[src/common/baltu_defs.svh]
// constants for the byte alu datapath
`ifndef BALTU_DEFS_SVH
`define BALTU_DEFS_SVH
`define BALTU_DATA_W 8
`define BALTU_ADDR_W 7
`define BALTU_FILE_DEPTH 128
`define BALTU_OP_W 3
`define BALTU_W_RESET 8'h00
`define BALTU_FILE_RESET 8'h00
`define BALTU_FLAG_RESET 1'b0
`define BALTU_RESULT_RESET 8'h00
`define BALTU_DEST_W 1'b0
`define BALTU_DEST_F 1'b1
`define BALTU_INC_STEP 8'h01
`define BALTU_OP_LATENCY 1
`endif

[src/common/baltu_pkg.sv]
// types for the byte alu datapath
package baltu_pkg;
	typedef enum logic [2:0] {
		or_literal_into_work = 3'b000,
		or_work_with_file = 3'b001,
		increment_file = 3'b010,
		shift_left_logical = 3'b011,
		shift_right_logical = 3'b100,
		move_file = 3'b101
	} baltu_op_type;

	typedef struct packed {
		logic valid;
		baltu_op_type op;
		logic [6:0] addr;
		logic dest;
		logic [7:0] literal;
	} baltu_instr_type;

	typedef struct packed {
		logic carry;
		logic zero;
	} baltu_flags_type;
endpackage : baltu_pkg

[src/hw/baltu_core.sv]
// byte alu datapath: or, increment, logical shifts and move
// Contract
// - or literal: work or literal into work, zero flag updated
// - or file: work or file into chosen destination, zero flag updated
// - increment: file plus one into chosen destination, only zero updated
// - destination bit 0 writes work, 1 writes file register back
// - file address is seven bits, locations 0 to 127
// - left shift: bit 7 to carry, bits 6:0 up, zero in bit 0
// - right shift: bit 0 to carry, bits 7:1 down, zero in bit 7
// - both shifts update carry and zero, result to chosen destination
// - move file copies file unchanged to destination, zero updated, one cycle
// - move with destination 1 rewrites file with itself, zero updated
`timescale 1ns/10ps
`default_nettype none
`include "baltu_defs.svh"
module baltu_core (
	input wire logic i_core_clk,
	input wire logic i_rstn,
	input wire baltu_pkg::baltu_instr_type i_instr,
	output logic [7:0] o_work,
	output baltu_pkg::baltu_flags_type o_flags,
	output logic [7:0] o_result,
	output logic o_done
);
	logic [7:0] work_reg;
	logic [7:0] work_next;
	logic carry_reg;
	logic carry_next;
	logic zero_reg;
	logic zero_next;
	logic [7:0] result_reg;
	logic done_reg;
	logic [7:0] file_mem [0:`BALTU_FILE_DEPTH-1];

	function automatic logic is_zero(input logic [7:0] v);
		is_zero = (v == 8'h00);
	endfunction : is_zero

	wire baltu_pkg::baltu_op_type op = i_instr.op;
	wire [6:0] f_addr = i_instr.addr;
	wire [7:0] f_val = file_mem[f_addr];
	wire is_lit = (op == baltu_pkg::or_literal_into_work);
	wire op_known = is_lit || (op == baltu_pkg::or_work_with_file)
		|| (op == baltu_pkg::increment_file) || (op == baltu_pkg::shift_left_logical)
		|| (op == baltu_pkg::shift_right_logical) || (op == baltu_pkg::move_file);
	wire exec = i_instr.valid && op_known;
	wire sh_op = (op == baltu_pkg::shift_left_logical) || (op == baltu_pkg::shift_right_logical);

	wire [7:0] or_lit_res = work_reg | i_instr.literal;
	wire [7:0] or_file_res = work_reg | f_val;
	wire [7:0] inc_res = f_val + `BALTU_INC_STEP;
	wire [7:0] shl_res = {f_val[6:0], 1'b0};
	wire [7:0] shr_res = {1'b0, f_val[7:1]};
	wire shl_c = f_val[7];
	wire shr_c = f_val[0];

	logic [7:0] alu_res;
	always_comb begin
		case (op)
			baltu_pkg::or_literal_into_work: alu_res = or_lit_res;
			baltu_pkg::or_work_with_file: alu_res = or_file_res;
			baltu_pkg::increment_file: alu_res = inc_res;
			baltu_pkg::shift_left_logical: alu_res = shl_res;
			baltu_pkg::shift_right_logical: alu_res = shr_res;
			baltu_pkg::move_file: alu_res = f_val;
			default: alu_res = 8'h00;
		endcase
	end

	// literal op always targets work; file ops follow the destination bit
	wire to_file = exec && !is_lit && (i_instr.dest == `BALTU_DEST_F);
	wire to_work = exec && !to_file;

	always_comb begin
		work_next = to_work ? alu_res : work_reg;
		zero_next = exec ? is_zero(alu_res) : zero_reg;
		carry_next = carry_reg;
		if (exec && op == baltu_pkg::shift_left_logical) begin
			carry_next = shl_c;
		end else if (exec && op == baltu_pkg::shift_right_logical) begin
			carry_next = shr_c;
		end
	end

	always_ff @(posedge i_core_clk or negedge i_rstn) begin
		if (!i_rstn) begin
			work_reg <= `BALTU_W_RESET;
			carry_reg <= `BALTU_FLAG_RESET;
			zero_reg <= `BALTU_FLAG_RESET;
			result_reg <= `BALTU_RESULT_RESET;
			done_reg <= 1'b0;
		end else begin
			work_reg <= work_next;
			carry_reg <= carry_next;
			zero_reg <= zero_next;
			result_reg <= exec ? alu_res : result_reg;
			done_reg <= exec;
		end
	end

	// file storage, cleared at reset
	always_ff @(posedge i_core_clk or negedge i_rstn) begin
		if (!i_rstn) begin
			for (int i = 0; i < `BALTU_FILE_DEPTH; i++) begin
				file_mem[i] <= `BALTU_FILE_RESET;
			end
		end else if (to_file) begin
			file_mem[f_addr] <= alu_res;
		end
	end

	assign o_work = work_reg;
	assign o_flags = '{carry: carry_reg, zero: zero_reg};
	assign o_result = result_reg;
	assign o_done = done_reg;
endmodule : baltu_core
`default_nettype wire

[config.mk]
export PLATFORM = sky130hd
export DESIGN_NAME = baltu_core
export DESIGN_NICKNAME = d
export VERILOG_FILES = /design/src/common/baltu_pkg.sv /design/src/hw/baltu_core.sv
export VERILOG_INCLUDE_DIRS = /design/src /design/src/common
export SDC_FILE = /design/constraint.sdc
export NUM_CORES = 2
export LEC_CHECK = 0
export BUFFER_PORTS_ARGS = -buffer_cell sky130_fd_sc_hd__buf_2
export CORE_MARGIN = 5
export CORE_UTILIZATION = 50
export CTS_CLUSTER_SIZE = 16
export DETAILED_ROUTE_END_ITERATION = 16
export PLACE_DENSITY = 0.73
export SYNTH_ARGS = -nofsm -noshare
export SYNTH_HDL_FRONTEND = slang
export SYNTH_SLANG_ARGS = --single-unit
[constraint.sdc]
create_clock -name i_core_clk -period 4 [get_ports i_core_clk]
set_clock_uncertainty 0.05 [all_clocks]
set_input_delay 0.2 -clock i_core_clk [delete_from_list [all_inputs] [get_ports i_core_clk]]
set_output_delay 0.2 -clock i_core_clk [all_outputs]
set_load 0.01 [all_outputs]
==> out/results.txt <==
Crit-path cells = mux4_2, mux4_2, mux4_2, mux2i_4, buf_4, buf_4, o22a_1, nor2_1, a221o_4, buf_4, mux2_2
Later-pin clock latency in the skew report = 0.71 ns
Starting Density = 0.505
Ys Warns = 0
Post-synth top area cell = dfrtp_1
Clock sink total = 1043
Sequential-to-total area share from yosys stat = 0.553
Initial antenna violation count = 5
Cell area after layout = 55400 µm²
Slew headroom = 0.308
Number of global-route vias before repair = 36600
Pint = 17.8 mW
Synthesis-stage register bit count = 1043
Syn_area_per_cell = 10.8 µm²
Global-route usage over all layers = 0.300
Buf+Inv Stages, Crit Path = 3
# port buffers = 40
Placed cells = 5695
Synth Area in XOR/XNOR = 0.000557
Via Count = 36900
Worst R2R Path Depth = 11
Adder-cell share of the synthesized area = 0.000265
Synthesized netlist net count = 4379
Clk buf depth = 3
Post-DP HPWL = 103 mm
Reported net switching power = 6.32 mW
Final Instance Count excl. Fillers = 5902
Most common cell in the netlist = dfrtp_1
Fill cells = 7432
Syn Inst Count = 4356
Layout Utilization = 0.592
Sw frac = 0.262
Nets = 4585
Synth top area share = 0.553
Boundary pin count = 41
Syn Std Cell Area = 47200 µm²
Compound-cell area share of the yosys netlist = 0.137
GPL Wtd Cong = 1.00
Data required, critical path = 4.51 ns
Outcome = complete, but fails checks
Ys flop type = dfrtp_1
Simple-gate share of the synthesized area = 0.106
Die Wd = 317 µm
Gate power share = 0.118
Most flops, register = file_mem
FMAX = 0.250 GHz
Clock buffer count from CTS = 108
Area Growth Syn to Fin = 17.3%
Post-route clock period utilization = 1.00
TritonCTS clock tree = yes
Critical path's top delay family = multiplexers
Clock Pin Slew Worst Setup and Hold Paths = 0.06 ns
Crit Path Category = flip-flop to flip-flop
Via density = 6.26
Dpl cell area = 51600 µm²
Multiplexer share of the synthesized area = 0.166
Total of max-cap violations = 0
Failing checks = setup timing
Largest family of logic cells by synthesized area = multiplexers
Max reg flops = 1024
Final hold vios = 0
Total Wirelength = 151 mm
Clock share of power = 0.415
Setup WS post-layout = -0.00638 ns
Die Ht = 317 µm
Row Count = 112
Final hold slack = 0.0642 ns
Critical Path AT = 4.52 ns
Delay of the slowest cell on the worst path = 0.63 ns
Core footprint = 93500 µm²
# setup viols final = 5
Worst setup EP type = flip-flop
H-tree levels = 3
Grt ovf = 0
Netlist cell types = 74
Synth cell count leaders = dfrtp_1, nor2_1, a21oi_1
Crit-path max FO = 48
Worst path slowest cell = mux4_2
Root Driver = clkbuf_16
Initial DRC Count = 4267
P per Cell Area = 436 nW/µm²
EDFF count, synth = 0
Worst Max-Slew Pin Slew = 1.04 ns
Startpoint Class = flip-flop
Final Max Tran Viols = 0
DRT antenna net count = 0
Hold WC Path Type = input port to asynchronous set/reset pin
DRT Pass-1 Iters = 7
Worst path depth = 11
Fin crit period = 4.01 ns
Top post-synthesis cells by area = dfrtp_1, mux2_2, mux4_2, a21oi_1, nor2_1
DRC violations left = 0
Leakage Power = 25.6 nW
Worst IR Drop VDD = 345 µV
Seq pwr share = 0.466
FFs w/ async S/R, synth = 1.00
Avg WL per Cell = 25.5 µm
Pin count of the biggest net entering global routing = 115
Die area = 101000 µm²
Fraction of layout cells with a size suffix above 1 = 0.251
First-pass GRT wire length = 231 mm
layout by cell type, fill, tap and decap left out, types with 16 or more instances in the layout:
master / Yosys / layout
dfrtp_1: 1043 / 1043
nor2_1: 610 / 606
a21oi_1: 514 / 509
nand2_1: 458 / 458
buf_4: 10 / 365
o21ai_0: 358 / 346
mux2_2: 325 / 325
mux4_2: 150 / 150
clkbuf_16: 0 / 110
buf_12: 0 / 77
mux2i_1: 76 / 76
a221oi_1: 54 / 53
a22oi_1: 49 / 48
buf_2: 94 / 36
nand3_1: 33 / 33
clkbuf_1: 263 / 33
clkbuf_8: 0 / 20
a31oi_1: 18 / 18
clkinv_2: 0 / 17
nand2b_1: 16 / 16
cell type report:
class | instances | area (µm²) | area share
repair buffers | 489 | 4620 | 0.0834
well taps | 1254 | 1570 | 0.0283
flip-flops and latches | 1043 | 26100 | 0.471
inverters | 14 | 53.8 | 0.000972
clock buffers | 162 | 3130 | 0.0565
clock inverters | 32 | 375 | 0.00678
diodes | 2 | 5.00 | 0.0000904
multi-input cells | 2906 | 19500 | 0.353
final timing paths:
kind,from,end,slack [ns]
setup / recovery,file_mem[834]$_DFFE_PN0P_,file_mem[867]$_DFFE_PN0P_,-0.006
hold / removal,i_rstn,file_mem[181]$_DFFE_PN0P_,0.06
setup reg to reg,file_mem[834]$_DFFE_PN0P_,file_mem[867]$_DFFE_PN0P_,-0.006
hold reg to reg,file_mem[973]$_DFFE_PN0P_,file_mem[973]$_DFFE_PN0P_,0.42
max in group asynchronous,i_rstn,file_mem[454]$_DFFE_PN0P_,2.55
min in group i_core_clk,i_instr[16],zero_reg$_DFFE_PN0P_,0.08
through the flow:
| step | TNS [ns] | worst slack (ns) | power, mW |
|---|---|---|---|
| final | -0.0175 | -0.00638 | 24.1 |
| after detailed placement | -769.82 | -0.930 | 14.2 |
| after CTS | 0 | 0.0462 | 24.1 |
| after global placement | -601.55 | -0.744 | 14.1 |
| after floorplan | 0 | 0.0301 | 12.7 |
| after global routing | -0.000402 | -0.000402 | 24.9 |
routing by layer:
| metal | part of all wire | wire length, µm | GRT usage | vias to the layer above |
|---|---|---|---|---|
| li1 | - | - | - | 15800 |
| met1 | 0.39 | 58800 | 0.414 | 18500 |
| met2 | 0.44 | 66000 | 0.445 | 2067 |
| met3 | 0.11 | 16800 | 0.0755 | 526 |
| met4 | 0.061 | 9160 | 0.151 | 8 |
| met5 | 0.00031 | 46 | 0 | - |
cell families (layout without fill, tap and decap cells):
group | count (synthesis) | in the layout
simple gates | 1222 | 1222
fa+ha+maj | 1 | 1
other cells | 0 | 2
mux | 553 | 553
compound gates | 1127 | 1127
xor+xnor | 3 | 3
flops | 1043 | 1043
buf+inv | 407 | 697
what timing repair did:
| action | 4_1_cts | 5_1_grt |
|---|---|---|
| cloned | 0 | 1 |
| gates resized for setup | 2 | 26 |
| endpoints found under the hold margin | 84 | 0 |
| pin swaps | 0 | 1 |
| hold buffers | 5 | 0 |
| setup endpoints to repair | 818 | 520 |
| buffers inserted | 0 | 5 |
power groups by stage:
stage,registers (mW),logic [mW],clock network [mW]
6_report,11.3,2.85,10.0
5_1_grt,11.3,3.02,10.5
4_1_cts,11.2,2.75,10.1
3_5_place_dp,11.4,2.72,0
3_3_place_gp,11.4,2.67,0
2_1_floorplan,11.4,1.37,0
No activity file was read; power rests on OpenSTA's default activity.
